$ cat config.mk
export PLATFORM = sky130hd
export DESIGN_NAME = mode_address_pin_config
export DESIGN_NICKNAME = d
export VERILOG_FILES = /design/src/design/pinmux_pkg.sv /design/src/design/mode_sampler.sv /design/src/design/area_decode.sv /design/src/design/mode_address_pin_config.sv
export SDC_FILE = /design/constraint.sdc
export NUM_CORES = 1
export LEC_CHECK = 0
export ABC_AREA = 1
export BUFFER_PORTS_ARGS = -buffer_cell sky130_fd_sc_hd__buf_2
export CAP_MARGIN = 20
export CORE_MARGIN = 3
export CORE_UTILIZATION = 50
export CTS_CLUSTER_DIAMETER = 60
export DETAILED_ROUTE_END_ITERATION = 10
export PLACE_DENSITY = 0.85
export RECOVER_POWER = 25
export SLEW_MARGIN = 20
export SYNTH_ARGS = -nofsm -noshare
export SYNTH_HDL_FRONTEND = slang
export SYNTH_SLANG_ARGS = --single-unit
$ cat constraint.sdc
create_clock -name mclk_i -period 2.16 [get_ports mclk_i]
set_input_delay 0.108 -clock mclk_i [delete_from_list [all_inputs] [get_ports mclk_i]]
set_output_delay 0.108 -clock mclk_i [all_outputs]
set_load 0.02 [all_outputs]
$ cat src/design/pinmux_pkg.sv
package pinmux_pkg;

  // Byte addresses of the register words
  localparam logic [7:0] OFS_PORT1_DIR   = 8'h00;
  localparam logic [7:0] OFS_PORT2_DIR   = 8'h04;
  localparam logic [7:0] OFS_PORT5_DIR   = 8'h08;
  localparam logic [7:0] OFS_BUS_REL     = 8'h0c;
  localparam logic [7:0] OFS_UPPER_ADR   = 8'h10;
  localparam logic [7:0] OFS_MODE_STAT   = 8'h14;
  localparam logic [7:0] OFS_PIN_STAT    = 8'h18;
  localparam logic [7:0] OFS_MAP_STAT    = 8'h1c;

  localparam logic [7:0] DIR_RST         = 8'h00;
  localparam logic [3:0] P5_DIR_RST      = 4'h0;
  // Upper address enable bits 7..5, active when written zero; all ones at reset
  localparam logic [7:0] UPPER_RST       = 8'hff;
  localparam int         UPPER_LSB       = 5;
  localparam logic [2:0] UPPER_ENABLE    = 3'h0;
  // Mode status: bits 7..6 read 1, 5..3 read 0
  localparam logic [7:0] MODE_STAT_FIX   = 8'hc0;
  localparam logic [1:0] RESP_OKAY       = 2'h0;
  localparam logic [1:0] RESP_SLVERR     = 2'h2;
  localparam int         AREA_COUNT      = 8;
  localparam int         BUS_WIDTH_BITS  = 8;

  localparam logic [2:0] MODE_1 = 3'h1;
  localparam logic [2:0] MODE_3 = 3'h3;
  localparam logic [2:0] MODE_5 = 3'h5;
  localparam logic [2:0] MODE_6 = 3'h6;
  localparam logic [2:0] MODE_7 = 3'h7;

  // Base of the internal RAM/IO window (bits 23..20 of the address)
  localparam logic [3:0] MAP_BASE_1M  = 4'h0;
  localparam logic [3:0] MAP_BASE_16M = 4'hf;

  // Area number = address bits 23..21 in 16 Mbyte modes, 19..17 in 1 Mbyte modes
  localparam int AREA_LSB_16M = 21;
  localparam int AREA_LSB_1M  = 17;

endpackage : pinmux_pkg

$ cat src/design/mode_sampler.sv
`timescale 1ns/1ns
// Synchronises the mode pins; the status latch is updated only by a read
module mode_sampler
  import pinmux_pkg::*;
(
  input  wire logic       mclk_i,          // System clock
  input  wire logic       rstn_i,          // Async reset, low
  input  wire logic [2:0] mode_pins_i,     // Raw mode pins
  input  wire logic       read_i,          // Status read strobe
  output logic      [2:0] mode_o,          // Synchronised mode
  output logic      [2:0] latched_o        // Level latched at read
);
  typedef struct packed {
    logic [2:0] s1;
    logic [2:0] s2;
    logic [2:0] lat;
  } samp_s;

  samp_s st_r;
  samp_s st_nxt;

  always_comb
  begin
    st_nxt     = st_r;
    st_nxt.s1  = mode_pins_i;
    st_nxt.s2  = st_r.s1;
    if (read_i)
    begin
      st_nxt.lat = st_r.s2; // RULE20
    end
  end

  always_ff @(posedge mclk_i or negedge rstn_i)
  begin
    if (!rstn_i)
    begin
      st_r <= '0;
    end
    else
    begin
      st_r <= st_nxt;
    end
  end

  assign mode_o    = st_r.s2;
  assign latched_o = st_r.lat;
endmodule : mode_sampler

$ cat src/design/area_decode.sv
`timescale 1ns/1ns
// Registered area number and internal-window hit for a CPU address
module area_decode
  import pinmux_pkg::*;
(
  input  wire logic        mclk_i,         // System clock
  input  wire logic        rstn_i,         // Async reset, low
  input  wire logic        wide_i,         // 16 Mbyte mode
  input  wire logic [23:0] addr_i,         // CPU address
  output logic      [2:0]  area_o,         // Area 0..7
  output logic             internal_o      // Hits RAM/IO window
);
  typedef struct packed {
    logic [2:0] area;
    logic       hit;
  } dec_s;

  dec_s st_r;
  dec_s st_nxt;

  always_comb
  begin
    st_nxt = st_r;
    if (wide_i)
    begin
      st_nxt.area = addr_i[AREA_LSB_16M +: 3]; // RULE16
      st_nxt.hit  = (addr_i[23:20] == MAP_BASE_16M); // RULE15
    end
    else
    begin
      st_nxt.area = addr_i[AREA_LSB_1M +: 3]; // RULE16
      st_nxt.hit  = (addr_i[23:20] == MAP_BASE_1M) && (addr_i[19:16] == 4'hf); // RULE15
    end
  end

  always_ff @(posedge mclk_i or negedge rstn_i)
  begin
    if (!rstn_i)
    begin
      st_r <= '0;
    end
    else
    begin
      st_r <= st_nxt;
    end
  end

  assign area_o     = st_r.area;
  assign internal_o = st_r.hit;
endmodule : area_decode

$ cat src/design/mode_address_pin_config.sv
`timescale 1ns/1ns
// Contract
// (RULE1) Mode 1: ports 1, 2, 5 drive A19..A0, 1 Mbyte space.
// (RULE2) After reset every expanded mode uses 8-bit accesses everywhere.
// (RULE3) Mode 3: ports 1, 2, 5 and part of port A drive A23..A0.
// (RULE4) Mode 3: A23..A21 valid only after bus release bits 7..5 are zero.
// (RULE5) 16 Mbyte modes: A20 is always an address output.
// (RULE6) Mode 5: ports 1, 2, 5 are inputs after reset.
// (RULE7) Modes 5 and 6: direction bit 1 turns that pin to address output.
// (RULE8) Mode 5: address width chosen pin by pin via direction bits.
// (RULE9) Mode 6: ports 1, 2, 5 and port A 7..4 inputs after reset, except A20.
// (RULE10) Mode 6: port A 6..4 become A23..A21 when upper control bits 7..5 zero.
// (RULE11) Mode 6: direction bits 1 make ports 1, 2, 5 address lines.
// (RULE12) Mode 7: single chip, all ports general purpose.
// (RULE13) Board never selects mode 2 or 4.
// (RULE14) Modes 1, 3, 5, 6 run an 8-bit external bus.
// (RULE15) RAM and IO window sits elsewhere in 1 and 16 Mbyte modes.
// (RULE16) Address space decodes into eight areas.
// (RULE17) Port 3 is data bus in expanded modes, general port in mode 7.
// (RULE18) Modes 1, 5, 7: port A 7..4 never carry address lines.
// (RULE19) Mode pins stay steady at a supported value while running.
// (RULE20) Mode status low three bits give the pin levels latched at read.
module mode_address_pin_config
  import pinmux_pkg::*;
(
  input  wire logic        mclk_i,          // System clock
  input  wire logic        rstn_i,          // Async reset, low
  input  wire logic [2:0]  mode_pins_i,     // Mode pins high..low
  input  wire logic [23:0] cpu_addr_i,      // CPU address
  input  wire logic [31:0] s_axi_awaddr,    // AXI write address
  input  wire logic        s_axi_awvalid,   // AXI write address valid
  output logic             s_axi_awready,   // AXI write address ready
  input  wire logic [31:0] s_axi_wdata,     // AXI write data
  input  wire logic [3:0]  s_axi_wstrb,     // AXI byte strobes
  input  wire logic        s_axi_wvalid,    // AXI write data valid
  output logic             s_axi_wready,    // AXI write data ready
  output logic [1:0]       s_axi_bresp,     // AXI write response
  output logic             s_axi_bvalid,    // AXI write response valid
  input  wire logic        s_axi_bready,    // AXI write response ready
  input  wire logic [31:0] s_axi_araddr,    // AXI read address
  input  wire logic        s_axi_arvalid,   // AXI read address valid
  output logic             s_axi_arready,   // AXI read address ready
  output logic [31:0]      s_axi_rdata,     // AXI read data
  output logic [1:0]       s_axi_rresp,     // AXI read response
  output logic             s_axi_rvalid,    // AXI read valid
  input  wire logic        s_axi_rready,    // AXI read ready
  output logic [7:0]       port1_addr_en_o, // Port 1 pin is address A7..A0
  output logic [7:0]       port2_addr_en_o, // Port 2 pin is address A15..A8
  output logic [3:0]       port5_addr_en_o, // Port 5 pin is address A19..A16
  output logic [3:0]       porta_addr_en_o, // Port A 7..4 pin is address
  output logic             port3_data_bus_o,// Port 3 is data bus D7..D0
  output logic             bus_8bit_o,      // External bus is 8 bits
  output logic             expanded_o,      // Expanded mode active
  output logic             wide_space_o,    // 16 Mbyte space
  output logic [2:0]       area_o,          // Area of CPU address
  output logic             internal_hit_o   // CPU address hits RAM/IO window
);
  typedef struct packed {
    logic [7:0]  p1_dir;
    logic [7:0]  p2_dir;
    logic [3:0]  p5_dir;
    logic [7:0]  bus_rel;
    logic [7:0]  upper;
    logic        aw_got;
    logic        w_got;
    logic [7:0]  aw_ofs;
    logic [31:0] wdata;
    logic [3:0]  wstrb;
    logic        bvalid;
    logic [1:0]  bresp;
    logic        rvalid;
    logic [31:0] rdata;
    logic [1:0]  rresp;
    logic [7:0]  p1_en;
    logic [7:0]  p2_en;
    logic [3:0]  p5_en;
    logic [3:0]  pa_en;
    logic        p3_bus;
    logic        b8;
    logic        exp;
    logic        wide;
    logic        aw_rdy;
    logic        w_rdy;
    logic        ar_rdy;
  } cfg_s;

  cfg_s        st_r;
  cfg_s        st_nxt;
  logic [2:0]  mode;
  logic [2:0]  mode_lat;
  logic        stat_rd;
  logic        rd_go;

  function automatic logic ofs_ok(input logic [31:0] a);
    ofs_ok = (a[31:8] == 24'h0) && (a[1:0] == 2'h0) && (a[7:0] <= OFS_MAP_STAT);
  endfunction : ofs_ok

  function automatic logic [7:0] merge8(input logic [7:0] old, input logic [31:0] d, input logic [3:0] s);
    merge8 = s[0] ? d[7:0] : old;
  endfunction : merge8

  assign rd_go   = s_axi_arvalid && !st_r.rvalid;
  assign stat_rd = rd_go && (s_axi_araddr[7:0] == OFS_MODE_STAT) && (s_axi_araddr[31:8] == 24'h0);

  mode_sampler u_samp (
    .mclk_i      (mclk_i),
    .rstn_i      (rstn_i),
    .mode_pins_i (mode_pins_i),
    .read_i      (stat_rd),
    .mode_o      (mode),
    .latched_o   (mode_lat)
  );

  area_decode u_area (
    .mclk_i     (mclk_i),
    .rstn_i     (rstn_i),
    .wide_i     (st_r.wide),
    .addr_i     (cpu_addr_i),
    .area_o     (area_o),
    .internal_o (internal_hit_o)
  );

  always_comb
  begin
    logic [7:0]  wo;
    logic [7:0]  ra;
    wo     = 8'h00;
    ra     = 8'h00;
    st_nxt = st_r;
    // Write address and data accepted in either order
    if (s_axi_awvalid && !st_r.aw_got)
    begin
      st_nxt.aw_got = 1'b1;
      st_nxt.aw_ofs = s_axi_awaddr[7:0];
      if (s_axi_awaddr[31:8] != 24'h0)
      begin
        st_nxt.aw_ofs = 8'hff;
      end
    end
    if (s_axi_wvalid && !st_r.w_got)
    begin
      st_nxt.w_got = 1'b1;
      st_nxt.wdata = s_axi_wdata;
      st_nxt.wstrb = s_axi_wstrb;
    end
    if (st_r.aw_got && st_r.w_got && !st_r.bvalid)
    begin
      wo            = st_r.aw_ofs;
      st_nxt.aw_got = 1'b0;
      st_nxt.w_got  = 1'b0;
      st_nxt.bvalid = 1'b1;
      st_nxt.bresp  = RESP_OKAY;
      unique case (wo)
        OFS_PORT1_DIR: st_nxt.p1_dir = merge8(st_r.p1_dir, st_r.wdata, st_r.wstrb);
        OFS_PORT2_DIR: st_nxt.p2_dir = merge8(st_r.p2_dir, st_r.wdata, st_r.wstrb);
        OFS_PORT5_DIR: st_nxt.p5_dir = st_r.wstrb[0] ? st_r.wdata[3:0] : st_r.p5_dir;
        OFS_BUS_REL:   st_nxt.bus_rel = merge8(st_r.bus_rel, st_r.wdata, st_r.wstrb);
        OFS_UPPER_ADR: st_nxt.upper = merge8(st_r.upper, st_r.wdata, st_r.wstrb);
        OFS_MODE_STAT, OFS_PIN_STAT, OFS_MAP_STAT: st_nxt.bresp = RESP_OKAY;
        default:       st_nxt.bresp = RESP_SLVERR;
      endcase
    end
    if (st_r.bvalid && s_axi_bready)
    begin
      st_nxt.bvalid = 1'b0;
    end
    if (rd_go)
    begin
      ra            = s_axi_araddr[7:0];
      st_nxt.rvalid = 1'b1;
      st_nxt.rresp  = ofs_ok(s_axi_araddr) ? RESP_OKAY : RESP_SLVERR;
      st_nxt.rdata  = 32'h0;
      unique case (ra)
        OFS_PORT1_DIR: st_nxt.rdata[7:0] = st_r.p1_dir;
        OFS_PORT2_DIR: st_nxt.rdata[7:0] = st_r.p2_dir;
        OFS_PORT5_DIR: st_nxt.rdata[3:0] = st_r.p5_dir;
        OFS_BUS_REL:   st_nxt.rdata[7:0] = st_r.bus_rel;
        OFS_UPPER_ADR: st_nxt.rdata[7:0] = st_r.upper;
        OFS_MODE_STAT: st_nxt.rdata[7:0] = MODE_STAT_FIX | {5'h00, mode}; // RULE20
        OFS_PIN_STAT:  st_nxt.rdata[23:0] = {st_r.pa_en, st_r.p5_en, st_r.p2_en, st_r.p1_en};
        OFS_MAP_STAT:  st_nxt.rdata[3:0] = {st_r.p3_bus, st_r.b8, st_r.exp, st_r.wide};
        default:       st_nxt.rdata = 32'h0;
      endcase
    end
    else if (st_r.rvalid && s_axi_rready)
    begin
      st_nxt.rvalid = 1'b0;
    end
    // Pin function per mode; modes 2, 4 and 0 leave all pins as ports
    st_nxt.p1_en  = 8'h00;
    st_nxt.p2_en  = 8'h00;
    st_nxt.p5_en  = 4'h0;
    st_nxt.pa_en  = 4'h0; // RULE18
    st_nxt.exp    = 1'b0;
    st_nxt.wide   = 1'b0;
    unique case (mode)
      MODE_1:
      begin
        st_nxt.p1_en = 8'hff; // RULE1
        st_nxt.p2_en = 8'hff; // RULE1
        st_nxt.p5_en = 4'hf; // RULE1
        st_nxt.exp   = 1'b1;
      end
      MODE_3:
      begin
        st_nxt.p1_en = 8'hff; // RULE3
        st_nxt.p2_en = 8'hff; // RULE3
        st_nxt.p5_en = 4'hf; // RULE3
        st_nxt.pa_en = {st_r.bus_rel[UPPER_LSB +: 3] == UPPER_ENABLE ? 3'h7 : 3'h0, 1'b1}; // RULE4 RULE5
        st_nxt.exp   = 1'b1;
        st_nxt.wide  = 1'b1;
      end
      MODE_5:
      begin
        st_nxt.p1_en = st_r.p1_dir; // RULE6 RULE7 RULE8
        st_nxt.p2_en = st_r.p2_dir; // RULE7 RULE8
        st_nxt.p5_en = st_r.p5_dir; // RULE7 RULE8
        st_nxt.exp   = 1'b1;
      end
      MODE_6:
      begin
        st_nxt.p1_en = st_r.p1_dir; // RULE9 RULE11
        st_nxt.p2_en = st_r.p2_dir; // RULE11
        st_nxt.p5_en = st_r.p5_dir; // RULE11
        st_nxt.pa_en = {st_r.upper[UPPER_LSB +: 3] == UPPER_ENABLE ? 3'h7 : 3'h0, 1'b1}; // RULE10 RULE5
        st_nxt.exp   = 1'b1;
        st_nxt.wide  = 1'b1;
      end
      default:
      begin
        st_nxt.exp = 1'b0; // RULE12 RULE13
      end
    endcase
    st_nxt.p3_bus = st_nxt.exp; // RULE17
    st_nxt.b8     = st_nxt.exp; // RULE2 RULE14
    // Ready flags kept as flops so the bus outputs come straight from registers
    st_nxt.aw_rdy = !st_nxt.aw_got;
    st_nxt.w_rdy  = !st_nxt.w_got;
    st_nxt.ar_rdy = !st_nxt.rvalid;
  end

  always_ff @(posedge mclk_i or negedge rstn_i)
  begin
    if (!rstn_i)
    begin
      st_r         <= '0;
      st_r.p1_dir  <= DIR_RST;
      st_r.p2_dir  <= DIR_RST;
      st_r.p5_dir  <= P5_DIR_RST;
      st_r.bus_rel <= UPPER_RST;
      st_r.upper   <= UPPER_RST;
      st_r.aw_rdy  <= 1'b1;
      st_r.w_rdy   <= 1'b1;
      st_r.ar_rdy  <= 1'b1;
    end
    else
    begin
      st_r <= st_nxt;
    end
  end

  assign s_axi_awready   = st_r.aw_rdy;
  assign s_axi_wready    = st_r.w_rdy;
  assign s_axi_bvalid    = st_r.bvalid;
  assign s_axi_bresp     = st_r.bresp;
  assign s_axi_arready   = st_r.ar_rdy;
  assign s_axi_rvalid    = st_r.rvalid;
  assign s_axi_rdata     = st_r.rdata;
  assign s_axi_rresp     = st_r.rresp;
  assign port1_addr_en_o = st_r.p1_en;
  assign port2_addr_en_o = st_r.p2_en;
  assign port5_addr_en_o = st_r.p5_en;
  assign porta_addr_en_o = st_r.pa_en;
  assign port3_data_bus_o = st_r.p3_bus;
  assign bus_8bit_o      = st_r.b8;
  assign expanded_o      = st_r.exp;
  assign wide_space_o    = st_r.wide;
endmodule : mode_address_pin_config

=== After elaboration in Yosys (flattened, before gate mapping) ===
Cells that the tools add are included.

* Bits in registers: 124
* Bits of input ports: 134
* Output and inout bits: 73

* $lt $le $gt $ge: 1
* Eq/ne operators: 20
* Muxes and demuxes: 20
* Reduce and logical (&&, ||, !) cells: 36

{| class="wikitable"
|+ Operator list
! operator !! number
|-
| equality test 8 x 5 -> 1 bit (second input constant) || 8
|-
| one-hot mux 20 bit (2 select lines) || 1
|-
| equality test 8 x 4 -> 1 bit (second input constant) || 4
|-
| one-hot mux 4 bit (8 select lines) || 1
|-
| zero test 24 bit || 1
|-
| one-hot mux 4 bit (6 select lines) || 1
|-
| nonzero test 24 bit || 1
|-
| equality test 8 x 3 -> 1 bit (second input constant) || 2
|-
| zero test 8 bit || 2
|-
| two-way mux 16 bit || 1
|-
| AND reduction 3 bit || 5
|-
| logical AND 1 bit || 10
|-
| two-way mux 3 bit || 3
|-
| equality test 4 bit (second input constant) || 2
|-
| less-or-equal comparator 8 x 5 -> 1 bit (second input constant) || 1
|-
| two-way mux 8 bit || 1
|-
| one-hot mux 4 bit (2 select lines) || 1
|-
| OR reduction 8 bit || 1
|-
| zero test 1 bit || 7
|-
| two-way mux 1 bit || 7
|-
| equality test 3 bit (second input constant) || 2
|-
| zero test 3 bit || 2
|-
| two-way mux 2 bit || 3
|-
| OR reduction 2 bit || 3
|-
| 7 further kinds || 7
|}

=== Longest topological paths before layout ===
* Word-level depth: 5
* Gate-level depth with buffers: 10

=== Cells and area by module ===
A second synthesis with hierarchy kept.

* Cells, all modules: 681
* Area, all modules: 5693.0 um2

{| class="wikitable"
|+ Modules (own cells, without submodules)
! module !! instances !! cells each !! area each (um2)
|-
| mode_address_pin_config || 1 || 636 || 5241.3
|-
| mode_sampler || 1 || 19 || 262.8
|-
| area_decode || 1 || 26 || 188.9
|}

=== Worst setup path after synthesis ===
OpenSTA, ideal clock, no wires.

* Kind: register to register
* From: register st_r (netlist bit s_axi_bvalid)
* To: register st_r[140] in the netlist's numbering
* Library setup time: 125 ps
* Arrival: 1276 ps
* Slack: 759 ps
* Cell stages (with the launch flop): 8
* Clock period less this slack: 1401 ps
* Cells stage by stage: dfrtp_1 -> inv_1 -> nand3_2 -> nor2_4 -> nand4_2 -> buf_2 -> nand2_1 -> o21ai_1

* Longest elaborated chain between the ends: 3

{| class="wikitable"
|+ Ends and longest elaborated chain
! what !! RTL line !! source
|-
| from (decl) || mode_address_pin_config.sv:87 || <nowiki>cfg_s st_r;</nowiki>
|-
| from (signal assigned) || mode_address_pin_config.sv:258 || <nowiki>st_r <= st_nxt;</nowiki>
|-
| zero test 1 bit || mode_address_pin_config.sv:146 || <nowiki>if (st_r.aw_got && st_r.w_got && !st_r.bvalid)</nowiki>
|-
| logical AND 1 bit || mode_address_pin_config.sv:146 ||
|-
| AND reduction 3 bit (no source line) || n/a ||
|}

No other way between the ends.
A chain may end at the register's enable or synchronous reset.

=== Final worst setup path ===
* From: input port s_axi_araddr[28]
* To: register st_r (netlist bit s_axi_rresp[1])

* Longest elaborated chain between the ends: 4

{| class="wikitable"
|+ Ends and longest elaborated chain
! what !! RTL line !! source
|-
| from (decl) || mode_address_pin_config.sv:40 || <nowiki>input wire logic [31:0] s_axi_araddr,</nowiki>
|-
| zero test 24 bit || mode_address_pin_config.sv:95 || <nowiki>ofs_ok = (a[31:8] == 24'h0) && (a[1:0] == 2'h0) && (a[7:0] <= OFS_MAP_STAT);</nowiki>
|-
| logical AND 1 bit (2 in a row) || mode_address_pin_config.sv:95 ||
|-
| two-way mux 2 bit || mode_address_pin_config.sv:171 || <nowiki>st_nxt.rresp = ofs_ok(s_axi_araddr) ? RESP_OKAY : RESP_SLVERR;</nowiki>
|}

No other way between the ends.

==> results.py <==
metrics = {
    "die": {
        "design.die.area_sq_um": 12390,
        "dieHeight_um": 111.3,
        "std_cell_rows": 37,
        "die_w_um": 111.3,
        "core_sq_um": 10560,
        "start_util": 0.5255,
        "num_io_pins": 207,
    },
    "grt": {
        "antenna_found_initial": 0,
        "grt_pass1_wl_um": 22830,
        "overflow": 0,
        "grt_pass1_vias": 4842,
        "grtUsageTotal": 0.2270,
        "grt_max_degree": 49,
    },
    "synthesis": {
        "synth_top_area_share": 0.4421,
        "synth_cell_types": 29,
        "synthArstFlopShare": 1.000,
        "synth_top_area_cell": "dfrtp_1",
        "synth_top_family_by_area": "simple AND/OR/NAND/NOR gates",
        "syn_area_sq_um": 5547,
        "yosysWarnings": 0,
        "synth_common_cells": "nand2_1, dfrtp_1, nor2_1, buf_4, nand3_1",
        "syn_area_per_cell_sq_um": 8.481,
        "synth_most_common_cell": "nand2_1",
        "synthAdderAreaFrac": 0,
        "synth_compound_area_frac": 0.09384,
        "seq_area_frac_synth": 0.5321,
        "synth_area_leaders": "dfrtp_1, nand2_1, dfstp_2",
        "synth-edff-count": 0,
        "synth_xor_area_frac": 0,
        "synthSimpleGateAreaFrac": 0.2420,
        "synth_seq_cells": 117,
        "synth_ff_type": "dfrtp_1",
        "synthMuxAreaShare": 0,
        "netlist_instances": 654,
    },
    "setup_path": {
        "cp.required_ns": 2.54,
        "path_max_fanout": 1,
        "arrival_ns": 2.42,
        "r2r_cells": 6,
        "critPathLaunchType": "input pin",
        "reg2reg_slack_ns": 0.52,
        "critPathKind": "input pin to register",
        "rr_endpoint": "st_r[142]",
        "r2r-start": "s_axi_bvalid",
        "crit_path_end_kind": "register",
    },
    "final_layout": {
        "utilization": 0.6726,
        "final_net_count": 943,
        "fin_area_sq_um": 7099,
        "area_growth_pct": 27.99,
        "drive_gt1_frac": 0.2883,
        "antennaDiodeCount": 0,
    },
    "routing": {
        "drt_iter0_markers": 447,
        "post_drt_wl_per_cell_um": 14.67,
        "drc_errors": 0,
        "postRouteAntennaNets": 0,
        "via_per_inst": 5.132,
        "drt_wl_total_um": 14050,
        "via_count": 4916,
        "firstDrtPassIters": 7,
    },
    "sta": {
        "relSlewSlack": 0.1778,
        "final-max-slew-violation-count": 0,
        "rsz0062_at_grt": "no",
        "setup_slack_ns": 0.1181,
        "worst_pin_slew_ns": 1.233,
        "period_share": 0.9453,
        "tns_ns": 0,
        "setup_viol": 0,
        "hold_viol": 0,
        "fin_skew_ns": 0.009378,
        "fmax_ghz": 0.4897,
        "period_needed_ns": 2.042,
    },
    "cts": {
        "cts_num_sinks": 117,
        "post-cts-setup-buffers": 0,
        "cts-resized-gates": 0,
        "cts_inserted_buffers": 17,
        "h-tree-depth": 4,
        "clock_latency_ns": 0.51,
        "postCtsHoldBufs": 46,
        "clk_pin_slew_ns": 0.06,
        "root_buffer": "clkbuf_8",
        "cts.path.max_buffers": 2,
        "cts_tree": "built",
    },
    "placed_design": {
        "globalplace.congestion": 0.8689,
        "dpl.hpwl_um": 9244,
        "postPlaceCellArea_sq_um": 6048,
        "port_buffers": 153,
        "dp_slack_ns": 0.5594,
    },
    "status": {
        "status": "finished, final reports clean",
    },
    "min_path": {
        "hold_start": "s_axi_araddr[6]",
        "holdPathStages": 5,
        "hold_path_end": "s_axi_rresp[1]",
        "hp-class": "input pin to register",
    },
    "power_and_ir_drop": {
        "peakVddDrop_mv": 0.7357,
        "powerDensity_nw_per_um2": 961.3,
        "leakagePower_nw": 3.694,
    },
    "job": {
        "maxCapViolCount": 0,
    },
}
==> metrics by stage <==
step	total power, mW	std cells	hold slack (ns)
final	6.824	958	0.1154
after global routing	7.142	958	0.1062
after CTS	6.849	958	0.02561
after detailed placement	3.948	880	0.1694
after global placement	3.887	880	0.1562
after floorplan	3.593	663	-0.1876
==> worst max-delay path, cell delays in order <==
cell and delay (ns):
dlygate4sd3_1 0.53, buf_2 0.12, nor2_1 0.10, dlygate4sd3_1 0.56, nand4_1 0.08, dlygate4sd3_1 0.59, nor2_1 0.19, a31oi_1 0.13
==> how the worst max path moves through the flow <==
stage,start,endpoint,slack [ns],cells after the start
after detailed placement,st_r[106],st_r[142],0.56,6
after global routing,s_axi_araddr[28],s_axi_rresp[1],0.10,8
after CTS,s_axi_araddr[28],s_axi_rresp[1],0.38,8
final,s_axi_araddr[28],s_axi_rresp[1],0.12,8
after floorplan,s_axi_bvalid,st_r[140],0.76,7
after global placement,st_r[106],st_r[142],0.64,6
==> flip-flops by register name, summed over array words and instances, names as in the netlist <==
name               count
s_axi_rvalid           1
u_area.internal_o      1
s_axi_rresp            1
s_axi_bresp            1
port2_addr_en_o        8
st_r                  55
u_samp.st_nxt          3
port5_addr_en_o        4
s_axi_arready          1
s_axi_wready           1
u_area.area_o          3
u_samp.mode_o          3
porta_addr_en_o        2
port1_addr_en_o        8
s_axi_awready          1
s_axi_bvalid           1
s_axi_rdata           22
expanded_o             1
==> cells in the final DEF, fill, tap and decap left out <==
| master | synthesis | final |
|---|---|---|
| buf_2 | 9 | 152 |
| nor2_1 | 64 | 64 |
| clkinv_2 | 0 | 4 |
| buf_4 | 62 | 7 |
| o41ai_1 | 1 | 1 |
| bufinv_16 | 0 | 4 |
| inv_2 | 3 | 3 |
| o31ai_1 | 1 | 1 |
| clkbuf_16 | 0 | 16 |
| nor3_1 | 6 | 6 |
| clkbuf_8 | 0 | 2 |
| nand3_1 | 46 | 47 |
| nor3_4 | 1 | 1 |
| o21ai_1 | 32 | 32 |
| buf_12 | 0 | 2 |
| dlygate4sd3_1 | 0 | 46 |
| a21oi_1 | 15 | 15 |
| nor4_1 | 1 | 1 |
| conb_1 | 1 | 10 |
| nand4_1 | 3 | 3 |
| clkbuf_1 | 8 | 4 |
| nor2_4 | 1 | 1 |
| o21ai_2 | 15 | 15 |
| nand2_2 | 2 | 2 |
| nor2_2 | 2 | 2 |
| o21ai_0 | 25 | 25 |
| nand4_2 | 2 | 2 |
| dfrtp_1 | 98 | 98 |
| nand2_1 | 189 | 189 |
| dfstp_2 | 19 | 19 |
| nor3_2 | 2 | 2 |
| a31oi_1 | 2 | 2 |
| clkinvlp_4 | 0 | 2 |
| clkbuf_2 | 0 | 1 |
| inv_1 | 41 | 41 |
==> logic make-up (layout without fill, tap and decap cells) <==
| kind of cell | count (synthesis) | after routing |
|---|---|---|
| AOI/OAI and AO/OA | 91 | 91 |
| buffers and inverters | 125 | 284 |
| and+or+nand+nor | 320 | 320 |
| other | 1 | 10 |
| DFF | 117 | 117 |
==> power by group <==
| group | internal [mW] | total [mW] | switching [mW] |
|---|---|---|---|
| sequential | 2.57 | 2.79 | 0.215 |
| combinational | 0.398 | 1.22 | 0.820 |
| clock | 1.89 | 2.82 | 0.929 |
==> metal layers <==
| metal | vias up | wire, um | track usage | part of all wire |
|---|---|---|---|---|
| met3 | 36 | 1102 | 0.06496 | 0.078 |
| met4 | 0 | 306 | 0.07056 | 0.022 |
| met2 | 261 | 6883 | 0.3860 | 0.49 |
| li1 | 2329 | - | - | - |
| met1 | 2290 | 5760 | 0.2817 | 0.41 |
| met5 | - | 0 | 0 | 0 |
==> cell type report <==
cell class / instances / area (sq um)
fill: 806 / 3456
tap: 136 / 170.2
inverter: 44 / 165.2
sequential: 117 / 2952
multi-input combinational: 421 / 1896
clock buffer: 22 / 442.9
clock inverter: 10 / 155.1
timing repair buffer: 208 / 1319
Note: power is estimated with default switching activity, not from simulation.
